$ cat src/verilog/cmd_ctl_pkg.sv
// constants and types shared by the module control-input logic
// Overview of operation
// - clock enable high runs clocks, receivers, drivers
// - low enters precharge/self-refresh or active power-down
// - self-refresh exit seen from clock enable asynchronously
// - power-down keeps only clock, ODT, reset, CKE; clocks_run is off there
// - self refresh keeps only clock enable, reset
// - chip select high ignores the command
// - ODT terminates data, strobes, mask on x4/x8; mask only with termination_strobe_function
// - x16 terminates all data, both strobes, masks
// - termination disabled means ODT input ignored
// - parity covers command, bank and address bits
// - activate low makes command pins row bits
// - reset asynchronous while low, held high normally
// - armed nonvolatile backup blocks the reset input
// - CRC appended after last data beat
// - VREF monitor bit routes reference onto DQ0-3; code drives DQ0 only unless vref_monitor_all
// - data width is 4, 8 or 16
// - serial address select sets I2C address range
// - inputs sampled on rising clock edge
// - parity error holds alert, CRC error pulses
package cmd_ctl_pkg;
  localparam int unsigned CLK_MHZ          = 250;
  localparam int unsigned PAR_RECOVER_NS   = 100;
  localparam int unsigned CRC_ALERT_NS     = 24;
  localparam int unsigned PAR_RECOVER_CYC  = (PAR_RECOVER_NS * CLK_MHZ) / 1000;
  localparam int unsigned CRC_ALERT_CYC    = (CRC_ALERT_NS * CLK_MHZ) / 1000;
  localparam int unsigned ALERT_CNT_W      = 8;
  localparam int unsigned DQ_WIDTH_DEF     = 4;
  localparam int unsigned CRC_W            = 8;
  localparam logic [7:0]  CRC_POLY         = 8'h07;
  localparam logic [7:0]  CRC_RESET        = 8'h00;
  localparam logic [3:0]  SPD_I2C_BASE     = 4'hA;
  localparam logic [3:0]  TS_I2C_BASE      = 4'h3;
  localparam int unsigned BANK_COUNT       = 16;
  localparam int unsigned ADDR_LOW_BIT_A10 = 10;
  // pin synchroniser value in reset: deselected, cke, act, command pins and reset pin high, rest low
  localparam logic [31:0] PIN_IDLE         = 32'hFC00_0020;
  // command pin codes {ras, cas, we} with activate high
  localparam logic [2:0]  CODE_MRS         = 3'h0;
  localparam logic [2:0]  CODE_REF         = 3'h1;
  localparam logic [2:0]  CODE_PRE         = 3'h2;
  localparam logic [2:0]  CODE_WR          = 3'h4;
  localparam logic [2:0]  CODE_RD          = 3'h5;
  localparam logic [2:0]  CODE_NOP         = 3'h7;

  typedef enum logic [1:0] {PWR_ACTIVE, PWR_PRE_PD, PWR_ACT_PD, PWR_SELF_REF} pwr_state_t;
  typedef enum logic [2:0] {CMD_NONE, CMD_ACT, CMD_RD, CMD_WR, CMD_PRE, CMD_REF, CMD_MRS,
                            CMD_OTHER} cmd_t;
endpackage : cmd_ctl_pkg

$ cat src/verilog/ca_parity_check.sv
// even parity check over the command/address bundle
`timescale 1ns/10ps
module ca_parity_check #(
  parameter int unsigned N = 24
) (
  input  wire logic [N-1:0] covered,
  input  wire logic         parity_bit,
  output logic              mismatch
);
  import cmd_ctl_pkg::*;

  // odd total of ones over bundle plus parity bit is an error
  assign mismatch = ^{covered, parity_bit};
endmodule : ca_parity_check

$ cat src/verilog/crc_burst_append.sv
// write burst pass-through that appends a CRC after the last beat
`timescale 1ns/10ps
module crc_burst_append #(
  parameter int unsigned DQ_WIDTH = cmd_ctl_pkg::DQ_WIDTH_DEF
) (
  input  wire logic                clk_sys,
  input  wire logic                rst_n,
  input  wire logic                crc_enable,
  input  wire logic                beat_valid,
  input  wire logic                beat_last,
  input  wire logic [DQ_WIDTH-1:0] beat_data,
  output logic                     out_valid,
  output logic                     out_is_crc,
  output logic [DQ_WIDTH-1:0]      out_data
);
  import cmd_ctl_pkg::*;

  localparam int unsigned CRC_BEATS = (CRC_W + DQ_WIDTH - 1) / DQ_WIDTH;
  localparam int unsigned PAD_W     = CRC_BEATS * DQ_WIDTH;

  logic [CRC_W-1:0]    crc_q, crc_d;
  logic [PAD_W-1:0]    shift_q, shift_d;
  logic [3:0]          left_q, left_d;
  logic                valid_q, valid_d, iscrc_q, iscrc_d;
  logic [DQ_WIDTH-1:0] data_q, data_d;

  function automatic logic [CRC_W-1:0] crc_step(input logic [CRC_W-1:0] c,
                                                input logic [DQ_WIDTH-1:0] d);
    logic [CRC_W-1:0] r;
    r = c;
    for (int i = DQ_WIDTH - 1; i >= 0; i--) begin
      r = (r[CRC_W-1] ^ d[i]) ? ((r << 1) ^ CRC_POLY) : (r << 1);
    end
    return r;
  endfunction : crc_step

  // data beats pass through; crc beats follow the last one, msb first
  always_comb begin
    crc_d   = crc_q;
    shift_d = shift_q;
    left_d  = left_q;
    valid_d = 1'b0;
    iscrc_d = 1'b0;
    data_d  = data_q;
    if (left_q != 4'h0) begin
      valid_d = 1'b1;
      iscrc_d = 1'b1;
      data_d  = shift_q[PAD_W-1 -: DQ_WIDTH];
      shift_d = shift_q << DQ_WIDTH;
      left_d  = left_q - 4'h1;
    end else if (beat_valid) begin
      valid_d = 1'b1;
      data_d  = beat_data;
      crc_d   = crc_step(crc_q, beat_data);
      if (beat_last) begin
        crc_d = CRC_RESET;
        if (crc_enable) begin
          shift_d = PAD_W'({crc_step(crc_q, beat_data), {(PAD_W - CRC_W){1'b0}}});
          left_d  = 4'(CRC_BEATS);
        end
      end
    end
  end

  always_ff @(posedge clk_sys or negedge rst_n) begin
    if (!rst_n) begin
      crc_q   <= CRC_RESET;
      shift_q <= '0;
      left_q  <= 4'h0;
      valid_q <= 1'b0;
      iscrc_q <= 1'b0;
      data_q  <= '0;
    end else begin
      crc_q   <= crc_d;
      shift_q <= shift_d;
      left_q  <= left_d;
      valid_q <= valid_d;
      iscrc_q <= iscrc_d;
      data_q  <= data_d;
    end
  end

  assign out_valid  = valid_q;
  assign out_is_crc = iscrc_q;
  assign out_data   = data_q;

  property p_crc_after_last;
    @(posedge clk_sys) disable iff (!rst_n)
      (beat_valid && beat_last && crc_enable && left_q == 4'h0) |=> ##1 (out_is_crc && out_valid);
  endproperty
  a_crc_after_last: assert property (p_crc_after_last) else $error("crc beat missing");

  property p_no_crc_disabled;
    @(posedge clk_sys) disable iff (!rst_n)
      (beat_valid && beat_last && !crc_enable && left_q == 4'h0) |=> ##1 !out_is_crc;
  endproperty
  a_no_crc_disabled: assert property (p_no_crc_disabled) else $error("crc beat when off");
endmodule : crc_burst_append

$ cat src/verilog/module_ctl_inputs.sv
// command, control and power-state input logic of the memory module
`timescale 1ns/10ps
module module_ctl_inputs #(
  parameter int unsigned DQ_WIDTH = cmd_ctl_pkg::DQ_WIDTH_DEF
) (
  input  wire logic                clk_sys,
  input  wire logic                reset_n,
  input  wire logic                cke,
  input  wire logic                cs_n,
  input  wire logic                act_n,
  input  wire logic                ras_n_a16,
  input  wire logic                cas_n_a15,
  input  wire logic                we_n_a14,
  input  wire logic [1:0]          bg,
  input  wire logic [1:0]          ba,
  input  wire logic [13:0]         addr,
  input  wire logic                parity,
  input  wire logic                odt,
  input  wire logic                dram_rst_pin_n,
  input  wire logic                nv_armed,
  input  wire logic [2:0]          serial_address_select,
  input  wire logic                parity_enable,
  input  wire logic                rtt_disable,
  input  wire logic                termination_strobe_function,
  input  wire logic                crc_enable,
  input  wire logic                vref_monitor_bit,
  input  wire logic                vref_monitor_all,
  input  wire logic                wr_crc_error,
  input  wire logic                wr_beat_valid,
  input  wire logic                wr_beat_last,
  input  wire logic [DQ_WIDTH-1:0] wr_beat_data,
  output logic                     clocks_run,
  output logic                     drivers_en,
  output logic                     cmd_buf_en,
  output logic                     ctl_buf_en,
  output cmd_ctl_pkg::pwr_state_t  pwr_state,
  output logic                     cmd_valid,
  output cmd_ctl_pkg::cmd_t        cmd_code,
  output logic [16:0]              row_addr,
  output logic [1:0]               cmd_bg,
  output logic [1:0]               cmd_ba,
  output logic                     parity_error,
  output logic                     alert_n,
  output logic [DQ_WIDTH-1:0]      term_dq_en,
  output logic [1:0]               term_dqs_en,
  output logic [1:0]               term_dm_en,
  output logic                     term_termination_strobe_function_c_en,
  output logic                     dram_reset_n,
  output logic [3:0]               vref_mon_lanes,
  output logic                     training_slow,
  output logic [6:0]               spd_i2c_addr,
  output logic [6:0]               ts_i2c_addr,
  output logic                     wr_out_valid,
  output logic                     wr_out_is_crc,
  output logic [DQ_WIDTH-1:0]      wr_out_data
);
  import cmd_ctl_pkg::*;

  localparam int unsigned NSYNC = 32;

  // reset release through two flops
  logic [1:0] rst_sync_q;
  logic       rst_n;
  always_ff @(posedge clk_sys or negedge reset_n) begin
    if (!reset_n) begin
      rst_sync_q <= 2'b00;
    end else begin
      rst_sync_q <= {rst_sync_q[0], 1'b1};
    end
  end
  assign rst_n = rst_sync_q[1];

  // pins in pin_raw cross two flops; dram reset pins and cke are also read raw
  logic [NSYNC-1:0] pin_raw, meta_q, pin_q;
  assign pin_raw = {cke, cs_n, act_n, ras_n_a16, cas_n_a15, we_n_a14, bg, ba, addr,
                    parity, odt, dram_rst_pin_n, nv_armed, serial_address_select,
                    wr_crc_error};
  always_ff @(posedge clk_sys or negedge rst_n) begin
    if (!rst_n) begin
      meta_q <= PIN_IDLE;
      pin_q  <= PIN_IDLE;
    end else begin
      meta_q <= pin_raw;
      pin_q  <= meta_q;
    end
  end

  logic        s_cke, s_cs_n, s_act_n, s_ras, s_cas, s_we, s_par, s_odt, s_rst_n, s_armed;
  logic        s_crc_err;
  logic [1:0]  s_bg, s_ba;
  logic [13:0] s_addr;
  logic [2:0]  s_sa;
  assign {s_cke, s_cs_n, s_act_n, s_ras, s_cas, s_we, s_bg, s_ba, s_addr, s_par, s_odt,
          s_rst_n, s_armed, s_sa, s_crc_err} = pin_q;

  // dram reset acts without the clock; an armed backup masks the pin
  assign dram_reset_n = dram_rst_pin_n | nv_armed;
  logic dev_rst;
  assign dev_rst = !s_rst_n && !s_armed;

  // decode of the sampled command
  logic [2:0] pins_code;
  pwr_state_t pwr_q, pwr_d;
  cmd_t       dec_cmd;
  logic       cmd_live;
  assign pins_code = {s_ras, s_cas, s_we};
  assign cmd_live  = !s_cs_n && (pwr_q == PWR_ACTIVE);
  always_comb begin
    dec_cmd = CMD_OTHER;
    if (!s_act_n) begin
      dec_cmd = CMD_ACT;
    end else begin
      unique case (pins_code)
        CODE_MRS: dec_cmd = CMD_MRS;
        CODE_REF: dec_cmd = CMD_REF;
        CODE_PRE: dec_cmd = CMD_PRE;
        CODE_WR:  dec_cmd = CMD_WR;
        CODE_RD:  dec_cmd = CMD_RD;
        CODE_NOP: dec_cmd = CMD_NONE;
        default:  dec_cmd = CMD_OTHER;
      endcase
    end
  end

  // parity over act, muxed pins, bank group, bank and address
  logic par_mismatch, par_err;
  ca_parity_check #(.N(22)) u_par (
    .covered    ({s_act_n, s_ras, s_cas, s_we, s_bg, s_ba, s_addr}),
    .parity_bit (s_par),
    .mismatch   (par_mismatch)
  );
  // parity only means anything on a selected cycle
  assign par_err = cmd_live && parity_enable && par_mismatch;

  // open-row tracking and power state
  logic [BANK_COUNT-1:0]  open_q, open_d;
  logic                   prev_cke_q, prev_cke_d;
  logic [3:0]             bank_idx;
  assign bank_idx = {s_bg, s_ba};
  always_comb begin
    pwr_d      = pwr_q;
    open_d     = open_q;
    prev_cke_d = s_cke;
    if (dev_rst) begin
      pwr_d  = PWR_ACTIVE;
      open_d = '0;
    end else begin
      if (cmd_live && !par_err) begin
        if (dec_cmd == CMD_ACT) begin
          open_d[bank_idx] = 1'b1;
        end else if (dec_cmd == CMD_PRE) begin
          if (s_addr[ADDR_LOW_BIT_A10]) begin
            open_d = '0;
          end else begin
            open_d[bank_idx] = 1'b0;
          end
        end
      end
      unique case (pwr_q)
        PWR_ACTIVE: begin
          // no burst check on entry: host never drops cke mid-access
          if (prev_cke_q && !s_cke) begin
            if (open_q != '0) begin
              pwr_d = PWR_ACT_PD;
            end else if (cmd_live && dec_cmd == CMD_REF) begin
              pwr_d = PWR_SELF_REF;
            end else begin
              pwr_d = PWR_PRE_PD;
            end
          end
        end
        PWR_PRE_PD, PWR_ACT_PD, PWR_SELF_REF: begin
          if (s_cke) begin
            pwr_d = PWR_ACTIVE;
          end
        end
      endcase
    end
  end

  always_ff @(posedge clk_sys or negedge rst_n) begin
    if (!rst_n) begin
      pwr_q      <= PWR_ACTIVE;
      open_q     <= '0;
      prev_cke_q <= 1'b1;
    end else begin
      pwr_q      <= pwr_d;
      open_q     <= open_d;
      prev_cke_q <= prev_cke_d;
    end
  end
  assign pwr_state = pwr_q;

  // raw cke wakes the clocks straight away in self refresh, no sampling
  assign clocks_run = (pwr_q == PWR_ACTIVE) || ((pwr_q == PWR_SELF_REF) && cke);
  assign drivers_en = (pwr_q == PWR_ACTIVE);
  assign cmd_buf_en = (pwr_q == PWR_ACTIVE);
  assign ctl_buf_en = (pwr_q != PWR_SELF_REF);

  // registered command outputs
  logic        valid_q, valid_d, perr_q, perr_d;
  cmd_t        cmd_q, cmd_d;
  logic [16:0] row_q, row_d;
  logic [1:0]  bg_q, bg_d, ba_q, ba_d;
  always_comb begin
    valid_d = cmd_live && !par_err && !dev_rst && dec_cmd != CMD_NONE;
    cmd_d   = valid_d ? dec_cmd : CMD_NONE;
    row_d   = s_act_n ? {3'h0, s_addr} : {s_ras, s_cas, s_we, s_addr};
    bg_d    = s_bg;
    ba_d    = s_ba;
    perr_d  = par_err;
  end
  always_ff @(posedge clk_sys or negedge rst_n) begin
    if (!rst_n) begin
      valid_q <= 1'b0;
      cmd_q   <= CMD_NONE;
      row_q   <= '0;
      bg_q    <= 2'h0;
      ba_q    <= 2'h0;
      perr_q  <= 1'b0;
    end else begin
      valid_q <= valid_d;
      cmd_q   <= cmd_d;
      row_q   <= row_d;
      bg_q    <= bg_d;
      ba_q    <= ba_d;
      perr_q  <= perr_d;
    end
  end
  assign cmd_valid    = valid_q;
  assign cmd_code     = cmd_q;
  assign row_addr     = row_q;
  assign cmd_bg       = bg_q;
  assign cmd_ba       = ba_q;
  assign parity_error = perr_q;

  // alert: long hold for parity recovery, short pulse for crc; parity wins
  logic [ALERT_CNT_W-1:0] alert_cnt_q, alert_cnt_d;
  logic                   alert_q, alert_d, crc_err_prev_q;
  always_comb begin
    alert_cnt_d = alert_cnt_q;
    if (par_err) begin
      alert_cnt_d = ALERT_CNT_W'(PAR_RECOVER_CYC);
    end else if (s_crc_err && !crc_err_prev_q && alert_cnt_q == '0) begin
      alert_cnt_d = ALERT_CNT_W'(CRC_ALERT_CYC);
    end else if (alert_cnt_q != '0) begin
      alert_cnt_d = alert_cnt_q - 1'b1;
    end
    alert_d = (alert_cnt_d == '0);
  end
  always_ff @(posedge clk_sys or negedge rst_n) begin
    if (!rst_n) begin
      alert_cnt_q    <= '0;
      alert_q        <= 1'b1;
      crc_err_prev_q <= 1'b0;
    end else begin
      alert_cnt_q    <= alert_cnt_d;
      alert_q        <= alert_d;
      crc_err_prev_q <= s_crc_err;
    end
  end
  assign alert_n = alert_q;

  // termination, vref lanes and i2c address registered; training_slow follows vref_monitor_bit directly
  logic                odt_on;
  logic [DQ_WIDTH-1:0] tdq_q, tdq_d;
  logic [1:0]          termination_strobe_function_q, termination_strobe_function_d, tdm_q, tdm_d;
  logic                tdqsc_q, tdqsc_d;
  logic [3:0]          vmon_q, vmon_d;
  logic [6:0]          spd_q, spd_d, ts_q, ts_d;
  // odt buffer is dead in self refresh, so it cannot terminate there
  assign odt_on = s_odt && !rtt_disable && ctl_buf_en;
  always_comb begin
    tdq_d   = {DQ_WIDTH{odt_on}};
    if (DQ_WIDTH == 16) begin
      termination_strobe_function_d  = {2{odt_on}};
      tdm_d   = {2{odt_on}};
      tdqsc_d = 1'b0;
    end else begin
      termination_strobe_function_d  = {1'b0, odt_on};
      tdm_d   = {1'b0, odt_on && termination_strobe_function};
      tdqsc_d = odt_on && termination_strobe_function;
    end
    vmon_d = !vref_monitor_bit ? 4'h0 : (vref_monitor_all ? 4'hF : 4'h1);
    spd_d  = {SPD_I2C_BASE, s_sa};
    ts_d   = {TS_I2C_BASE, s_sa};
  end
  always_ff @(posedge clk_sys or negedge rst_n) begin
    if (!rst_n) begin
      tdq_q   <= '0;
      termination_strobe_function_q  <= 2'h0;
      tdm_q   <= 2'h0;
      tdqsc_q <= 1'b0;
      vmon_q  <= 4'h0;
      spd_q   <= 7'h00;
      ts_q    <= 7'h00;
    end else begin
      tdq_q   <= tdq_d;
      termination_strobe_function_q  <= termination_strobe_function_d;
      tdm_q   <= tdm_d;
      tdqsc_q <= tdqsc_d;
      vmon_q  <= vmon_d;
      spd_q   <= spd_d;
      ts_q    <= ts_d;
    end
  end
  assign term_dq_en     = tdq_q;
  assign term_dqs_en    = termination_strobe_function_q;
  assign term_dm_en     = tdm_q;
  assign term_termination_strobe_function_c_en = tdqsc_q;
  assign vref_mon_lanes = vmon_q;
  assign training_slow  = vref_monitor_bit;
  assign spd_i2c_addr   = spd_q;
  assign ts_i2c_addr    = ts_q;

  // write burst path with crc tail
  crc_burst_append #(.DQ_WIDTH(DQ_WIDTH)) u_crc (
    .clk_sys    (clk_sys),
    .rst_n      (rst_n),
    .crc_enable (crc_enable),
    .beat_valid (wr_beat_valid),
    .beat_last  (wr_beat_last),
    .beat_data  (wr_beat_data),
    .out_valid  (wr_out_valid),
    .out_is_crc (wr_out_is_crc),
    .out_data   (wr_out_data)
  );

  property p_cs_high_ignored;
    @(posedge clk_sys) disable iff (!rst_n) s_cs_n |=> !cmd_valid;
  endproperty
  a_cs_high_ignored: assert property (p_cs_high_ignored) else $error("deselected cmd taken");

  property p_pd_open_rows;
    @(posedge clk_sys) disable iff (!rst_n)
      (pwr_q == PWR_ACTIVE && prev_cke_q && !s_cke && open_q != '0 && !dev_rst)
      |=> pwr_q == PWR_ACT_PD;
  endproperty
  a_pd_open_rows: assert property (p_pd_open_rows) else $error("no active power-down");

  property p_pd_idle;
    @(posedge clk_sys) disable iff (!rst_n)
      (pwr_q == PWR_ACTIVE && prev_cke_q && !s_cke && open_q == '0 && !dev_rst)
      |=> (pwr_q == PWR_PRE_PD || pwr_q == PWR_SELF_REF);
  endproperty
  a_pd_idle: assert property (p_pd_idle) else $error("idle entry wrong");

  property p_sr_buffers;
    @(posedge clk_sys) disable iff (!rst_n) pwr_q == PWR_SELF_REF |-> !ctl_buf_en && !cmd_buf_en;
  endproperty
  a_sr_buffers: assert property (p_sr_buffers) else $error("buffers on in self refresh");

  property p_pd_buffers;
    @(posedge clk_sys) disable iff (!rst_n)
      (pwr_q == PWR_PRE_PD || pwr_q == PWR_ACT_PD) |-> ctl_buf_en && !cmd_buf_en && !drivers_en;
  endproperty
  a_pd_buffers: assert property (p_pd_buffers) else $error("power-down buffers wrong");

  property p_rtt_off;
    @(posedge clk_sys) disable iff (!rst_n) rtt_disable |=> term_dq_en == '0;
  endproperty
  a_rtt_off: assert property (p_rtt_off) else $error("odt not ignored");

  property p_parity_flag;
    @(posedge clk_sys) disable iff (!rst_n)
      (cmd_live && parity_enable && (^{s_act_n, s_ras, s_cas, s_we, s_bg, s_ba, s_addr, s_par}))
      |=> parity_error && !cmd_valid ##1 !alert_n;
  endproperty
  a_parity_flag: assert property (p_parity_flag) else $error("parity error missed");

  property p_act_row;
    @(posedge clk_sys) disable iff (!rst_n)
      (cmd_live && !s_act_n && !par_err && !dev_rst)
      |=> cmd_valid && cmd_code == CMD_ACT && row_addr[16:14] == $past({s_ras, s_cas, s_we});
  endproperty
  a_act_row: assert property (p_act_row) else $error("row bits wrong");

  property p_armed_blocks;
    @(posedge clk_sys) disable iff (!rst_n) nv_armed |-> dram_reset_n;
  endproperty
  a_armed_blocks: assert property (p_armed_blocks) else $error("reset not blocked");
endmodule : module_ctl_inputs
$ cat config.mk
export PLATFORM = sky130hd
export DESIGN_NAME = module_ctl_inputs
export DESIGN_NICKNAME = d
export VERILOG_FILES = /design/src/verilog/cmd_ctl_pkg.sv /design/src/verilog/ca_parity_check.sv /design/src/verilog/crc_burst_append.sv /design/src/verilog/module_ctl_inputs.sv
export SDC_FILE = /design/constraint.sdc
export NUM_CORES = 1
export LEC_CHECK = 0
export ABC_CLOCK_PERIOD_IN_PS = 5850
export BUFFER_PORTS_ARGS = -buffer_cell sky130_fd_sc_hd__clkbuf_2
export CORE_MARGIN = 3
export CORE_UTILIZATION = 25
export CTS_CLUSTER_SIZE = 14
export DETAILED_ROUTE_END_ITERATION = 12
export SLEW_MARGIN = 30
export SYNTH_ARGS = -nofsm -noshare
export SYNTH_HDL_FRONTEND = slang
export SYNTH_SLANG_ARGS = --single-unit
$ cat constraint.sdc
create_clock -name clk_sys -period 5.85 [get_ports clk_sys]
set_input_delay 1.17 -clock clk_sys [delete_from_list [all_inputs] [get_ports clk_sys]]
set_output_delay 1.17 -clock clk_sys [all_outputs]
set_load 0.02 [all_outputs]
==> flow_summary.yaml, run 1 <==
run_status:
  outcome: "finished clean"
clock_network:
  cts_resized: 0
  cts-hold-fix-buffers: 0
  post_cts_buffers: 0
  cts_tree: "built"
  cts_max_level: 4
  clkSlewWorstSetupHoldPaths_ns: 0.06
  ctsLongestPathBuffers: 2
  clock_latency_ns: 0.42
  cts-root-buf: "clkbuf_16"
  cts_sinks: 155
  cts-buffers-inserted: 17
finish:
  utilization_pct: 32.01
  antenna_cells: 0
  post-route-cell-area_um2: 7380
  final_nets: 623
  fillers: 2348
  synthToLayoutAreaGrowth_pct: 23.44
  layout-drive-gt1-share_pct: 30.09
place:
  place_area_um2: 6704
  gp_congestion: 0.7894
  port-buffer-count: 107
  hpwl_um: 8436
  dp_slack_ns: 2.566
synthesis:
  synth.avg_cell_area_um2: 12.51
  synth_edf_count: 0
  ys_ff_latch: 155
  netlist.top_cell.by_area: "dfrtp_1"
  async_flop_share_pct: 100.0
  synthTopCellsByCount: "139 x dfrtp_1, 29 x nand2_1, 28 x nor2_1, 28 x o21ai_0, 25 x xnor2_1"
  synth_flop_cell: "dfrtp_1"
  synthesis.area_um2: 5978
  ys_types: 51
  ys_warn_count: 0
  synthCells: 478
  synth_area_leaders: "dfrtp_1 58%, dfstp_2 7.0%, xnor2_1 3.7%, buf_4 2.6%, o21ai_0 2.3%"
  yosysMostFrequentCell: "dfrtp_1"
  yosysSeqAreaShare_pct: 65.22
  synth_top_area_share_pct: 58.18
critical_path:
  r2r-start: "pin_q[27]"
  crit_fanout: 11
  path_cells: "inv_1 > ha_1 > xnor2_1 > xnor2_1 > xnor2_2 > xnor3_1 > a2111oi_0 > o221a_2"
  r2r_end: "open_q[8]"
  rrSetupSlack_ns: 2.87
  crit_end: "open_q[8]"
  path_class: "register to register"
  required_ns: 6.20
  arrival_ns: 3.32
  crit_path_start_kind: "register"
  path_common_cell: "xnor2_1"
  endpoint_kind: "register"
  crit_path_max_incr_delay_ns: 0.58
  critical_path.startpoint: "pin_q[27]"
  crit_slowest_cell: "dfstp_2"
  ff2ff_path_depth: 8
route:
  vias: 3816
  via_per_inst: 4.249
  wl_um: 12380
  first_iter_violations: 201
  drc: 0
  antenna_left: 0
  wl_per_cell_um: 13.79
  dr.pass1.iters: 4
sta:
  finalClockSkew_ns: 0.01046
  period_needed_ns: 2.978
  tightest_slew_ns: 0.8504
  clock.fmax_mhz: 335.8
  fin_crit_sh_pct: 50.90
  slew_violations: 0
  rsz0062_at_grt: "false"
  fin_setup_tns_ns: 0
  finalHoldViolations: 0
  layout_setup_ws_ns: 2.872
  max_slew_margin_pct: 43.04
  final-setup-viol-count: 0
grt:
  grt_pass1_wl_um: 20290
  top_usage_layer: "met2"
  grt_overflow: 0
  met1_usage_pct: 12.60
  globalRouteMet2Util_pct: 16.03
  grt_max_degree: 68
  antenna_found_initial: 0
  track_usage_pct: 10.03
  grt_pass1_vias: 3884
  grt_util_met3_pct: 3.405
worst_hold_path:
  min_path_type: "register to register"
floorplan:
  rows: 55
  die_h_um: 160.6
  pin_count: 114
  floorplan.die_area_um2: 25810
  initial_core_util_pct: 25.93
  core-area_um2: 23050
  die_w_um: 160.6
power_and_ir_drop:
  p_leak_nw: 3.321
  ir_worst_vdd_v: 0.0001697
  power_density_nw_per_um2: 429.1
flow_run:
  cap_viol_max_count: 0
-- logic make-up (layout without fill, tap and decap cells) --
group	Yosys count	in the layout	synth area share, %
DFF	155	155	65.22
xor gates and xnor gates	36	36	6.007
adders and majority gates	5	5	1.046
and+or+nand+nor	117	117	9.669
muxes	6	6	1.026
buffers and inverters	54	155	4.960
other	2	8	0.1256
AOI/OAI and AO/OA	103	103	11.95
-- sequential cells by signal, indices dropped and copies added, names as in the netlist, 3 cells and up --
name	cells
cmd_code	3
u_crc.shift_q	8
pin_q	32
alert_cnt_q	8
u_crc.crc_q	8
open_q	16
ts_i2c_addr	4
row_addr	17
u_crc.out_data	4
u_crc.left_q	4
meta_q	32
-- report_power, final --
part           internal (mW)  switching, mW
registers               1.21          0.108
logic                  0.261          0.392
clock network          0.741          0.454
total                   2.21          0.954
-- layer usage --
metal,vias up,wire length [um]
li1,1844,-
met1,1865,5540
met2,95,6032
met3,12,637
met4,0,174
met5,-,0
-- cell type report --
cell class / instances / area, um^2 / share of cell area, %
sequential: 155 / 3902 / 52.88
timing repair buffer: 110 / 578.1 / 7.833
inverter: 13 / 48.80 / 0.6612
tap: 313 / 391.6 / 5.307
clock inverter: 13 / 190.2 / 2.577
multi-input combinational: 275 / 1815 / 24.60
clock buffer: 19 / 452.9 / 6.138
-- how the worst min path moves through the flow --
stage          startpoint         to  slack [ns]  cells after the start
3_5_place_dp   meta_q[24]  pin_q[24]        0.34                      0
6_report       meta_q[29]  pin_q[29]        0.35                      0
2_1_floorplan   meta_q[0]   pin_q[0]        0.33                      0
4_1_cts        meta_q[17]  pin_q[17]        0.35                      0
3_3_place_gp   meta_q[14]  pin_q[14]        0.33                      0
5_1_grt        meta_q[29]  pin_q[29]        0.34                      0
-- placed cells by master (no fill, tap or decap), types with 7 or more instances in the layout --
master | netlist | routed
o21ai_0 | 28 | 28
o221a_2 | 8 | 8
o22ai_1 | 8 | 8
inv_1 | 13 | 13
nand2_1 | 29 | 29
a21oi_1 | 15 | 15
xor2_1 | 7 | 7
dfrtp_1 | 139 | 138
nor3_1 | 16 | 16
nand2b_1 | 9 | 9
xnor2_1 | 25 | 25
clkbuf_2 | 0 | 107
conb_1 | 2 | 8
nor2_1 | 28 | 28
dfstp_2 | 16 | 16
a2111oi_0 | 7 | 7
clkbuf_16 | 0 | 17
-- per-stage QoR --
stage               hold WS [ns]  total power [mW]  std cells
floorplan                 0.3312             1.834        484
global placement          0.3312             1.984        865
detailed placement        0.3355             1.994        865
CTS                       0.3499             3.222        897
global route              0.3444             3.353        898
finish                    0.3468             3.167        898
-- critical path, delay by kind of cell (launching register included) --
kind | cells | cell delay (ns)
DFF | 1 | 0.58
xor gates and xnor gates | 4 | 1.05
buffers and inverters | 1 | 0.11
AOI/OAI and AO/OA | 2 | 0.83
adders and majority gates | 1 | 0.33
Note: power is estimated with default switching activity, not from simulation.
==> inputs of run 2 (changes only) <==
--- a/config.mk
+++ b/config.mk
@@ -5,7 +5,7 @@
 export SDC_FILE = /design/constraint.sdc
 export NUM_CORES = 1
 export LEC_CHECK = 0
-export ABC_CLOCK_PERIOD_IN_PS = 5850
+export ABC_CLOCK_PERIOD_IN_PS = 2850
 export BUFFER_PORTS_ARGS = -buffer_cell sky130_fd_sc_hd__clkbuf_2
 export CORE_MARGIN = 3
 export CORE_UTILIZATION = 25
==> constraint.sdc (replaced) <==
create_clock -name clk_sys -period 2.85 [get_ports clk_sys]
set_input_delay 0.57 -clock clk_sys [delete_from_list [all_inputs] [get_ports clk_sys]]
set_output_delay 0.57 -clock clk_sys [all_outputs]
set_load 0.02 [all_outputs]
==> run 2 against run 1 <==
Net effect:
- worst setup slack worse by 2.7 ns
- largest cell class unchanged
- critical endpoint is now open_q[11]
- sequential share of layout area down 0.44 points
- global-route usage fell by 0.19 points
- non-clock buffer count increased by 16
- largest power group unchanged
- register-to-register slack got worse by 2.7 ns
- combinational power grew 120%
- design area increased by 0.85%
- routed wire length down 2.1%
- utilization is 0.27 points higher
==> flow_summary.yaml, run 2 (synthesized netlist as in run 1, its figures left out) <==
sta:
  tightest_slew_ns: 0.5629
  max_slew_margin_pct: 62.33
  whs_ns: 0.2375
  slew_violations: 0
  fin_crit_sh_pct: 94.68
  clock.fmax_mhz: 370.6
  finalHoldViolations: 0
  rsz0062_at_grt: "false"
  period_needed_ns: 2.698
  finalClockSkew_ns: 0.01311
  final-setup-viol-count: 0
  fin_setup_tns_ns: 0
critical_path:
  path_class: "register to register"
  path_cells: "inv_1 > ha_1 > xnor2_1 > xnor2_1 > xnor2_2 > xnor3_1 > buf_4 > a2111oi_0 > o221a_2"
  required_ns: 3.21
  r2r-start: "pin_q[28]"
  ff2ff_path_depth: 9
  crit_fanout: 7
  path_buf_inv: 2
  crit_slowest_cell: "dfstp_2"
  path_common_cell: "xnor2_1"
  crit_path_max_incr_delay_ns: 0.54
  r2r_end: "open_q[11]"
  crit_path_start_kind: "register"
  crit_family: "XOR/XNOR gates"
  rrSetupSlack_ns: 0.15
  endpoint_kind: "register"
  arrival_ns: 3.06
floorplan:
  floorplan.die_area_um2: 25810
  pin_count: 114
  initial_core_util_pct: 25.93
  die_w_um: 160.6
  rows: 55
  core-area_um2: 23050
  die_h_um: 160.6
worst_hold_path:
  min_path_type: "primary input to register"
  min_to: "meta_q[26]"
  holdPathStages: 1
  min_from: "we_n_a14"
route:
  wl_um: 12130
  drc: 0
  via_per_inst: 4.178
  antenna_left: 0
  dr.pass1.iters: 5
  vias: 3819
  wl_per_cell_um: 13.27
  first_iter_violations: 237
power_and_ir_drop:
  p_leak_nw: 3.356
  power.total_mw: 6.345
  p_switching_mw: 2.017
  clock_power_share_pct: 34.9
  ir_worst_vdd_v: 0.0003070
  seq_power_share_pct: 42.4
  p_int_mw: 4.328
  power.share.switching_pct: 31.79
  power_density_nw_per_um2: 852.6
  combPwrFrac_pct: 22.7
clock_network:
  cts-root-buf: "clkbuf_16"
  clkSlewWorstSetupHoldPaths_ns: 0.07
  cts_sinks: 155
  ctsLongestPathBuffers: 2
  cts-buffers-inserted: 17
  cts_max_level: 4
  cts_tree: "built"
  clock_latency_ns: 0.42
grt:
  antenna_found_initial: 0
  grt_pass1_wl_um: 20090
  grt_max_degree: 88
  track_usage_pct: 9.845
  grt_pass1_vias: 3780
  grt_overflow: 0
finish:
  seqCellArea_um2: 3902
  synthToLayoutAreaGrowth_pct: 24.49
  fillers: 2335
  multi_input_area_um2: 1826
  utilization_pct: 32.28
  final_common_cell: "dfrtp_1"
  final_nets: 639
  instances_no_fill: 914
  layout_common_cells: "138 x dfrtp_1, 107 x clkbuf_2, 29 x nand2_1"
  antenna_cells: 0
  layout-drive-gt1-share_pct: 31.95
place:
  gp_congestion: 0.8335
  hpwl_um: 8663
  port-buffer-count: 107
  placed_cells: 881
flow_run:
  cap_viol_max_count: 0
run_status:
  outcome: "finished clean"
[run 2: cell types whose count changed in the layout (fill, tap and decap cells not counted), sizes merged]
cell,before,now
buf,3,18
dlygate4sd3,0,1
inv,14,21
clkbuf,126,124
bufinv,4,1
clkinv,7,3
clkinvlp,1,3
[run 2: routing by layer]
| metal | track usage (%) | part of all wire (%) |
|---|---|---|
| met1 | 13.06 | 45 |
| met2 | 15.24 | 49 |
| met3 | 2.915 | 5.2 |
| met4 | 3.708 | 1.2 |
| met5 | 0 | 0 |
[run 2: area by class of cell]
class,instances,area share (%)
Inverter,13,0.6557
Sequential cell,155,52.44
Timing Repair Buffer,126,9.314
Multi-Input combinational cell,275,24.53
Tap cell,313,5.262
Clock buffer,17,5.716
Clock inverter,15,2.085
[run 2: power by group through the flow]
stage	Sequential [mW]	Combinational [mW]	Clock (mW)
detailed placement	2.73	1.45	0
global route	2.74	1.62	2.40
finish	2.69	1.44	2.21
CTS	2.69	1.46	2.30
global placement	2.73	1.44	0
floorplan	2.80	0.973	0
[run 2: per-stage QoR]
step | setup WS, ns | area (um^2)
finish | 0.1518 | 7442
global route | 0.009666 | 7442
CTS | 0.09103 | 7427
detailed placement | 0.1176 | 6837
global placement | 0.1874 | 6837
floorplan | 0.04933 | 6008
[run 2: how the worst max path moves through the flow]
stage	startpoint	end	slack, ns	cells after the start
2_1_floorplan	pin_q[28]	open_q[0]	0.05	10
3_3_place_gp	pin_q[28]	open_q[9]	0.19	9
3_5_place_dp	pin_q[28]	open_q[11]	0.12	9
4_1_cts	pin_q[28]	open_q[11]	0.09	9
5_1_grt	pin_q[28]	open_q[14]	0.01	9
6_report	pin_q[28]	open_q[11]	0.15	9
[run 2: timing repair]
item,in CTS,in global routing
gates resized for setup,0,6
hold buffers,1,0
setup endpoints to repair,0,9
buffers inserted,0,0
hold endpoints to repair,2,0
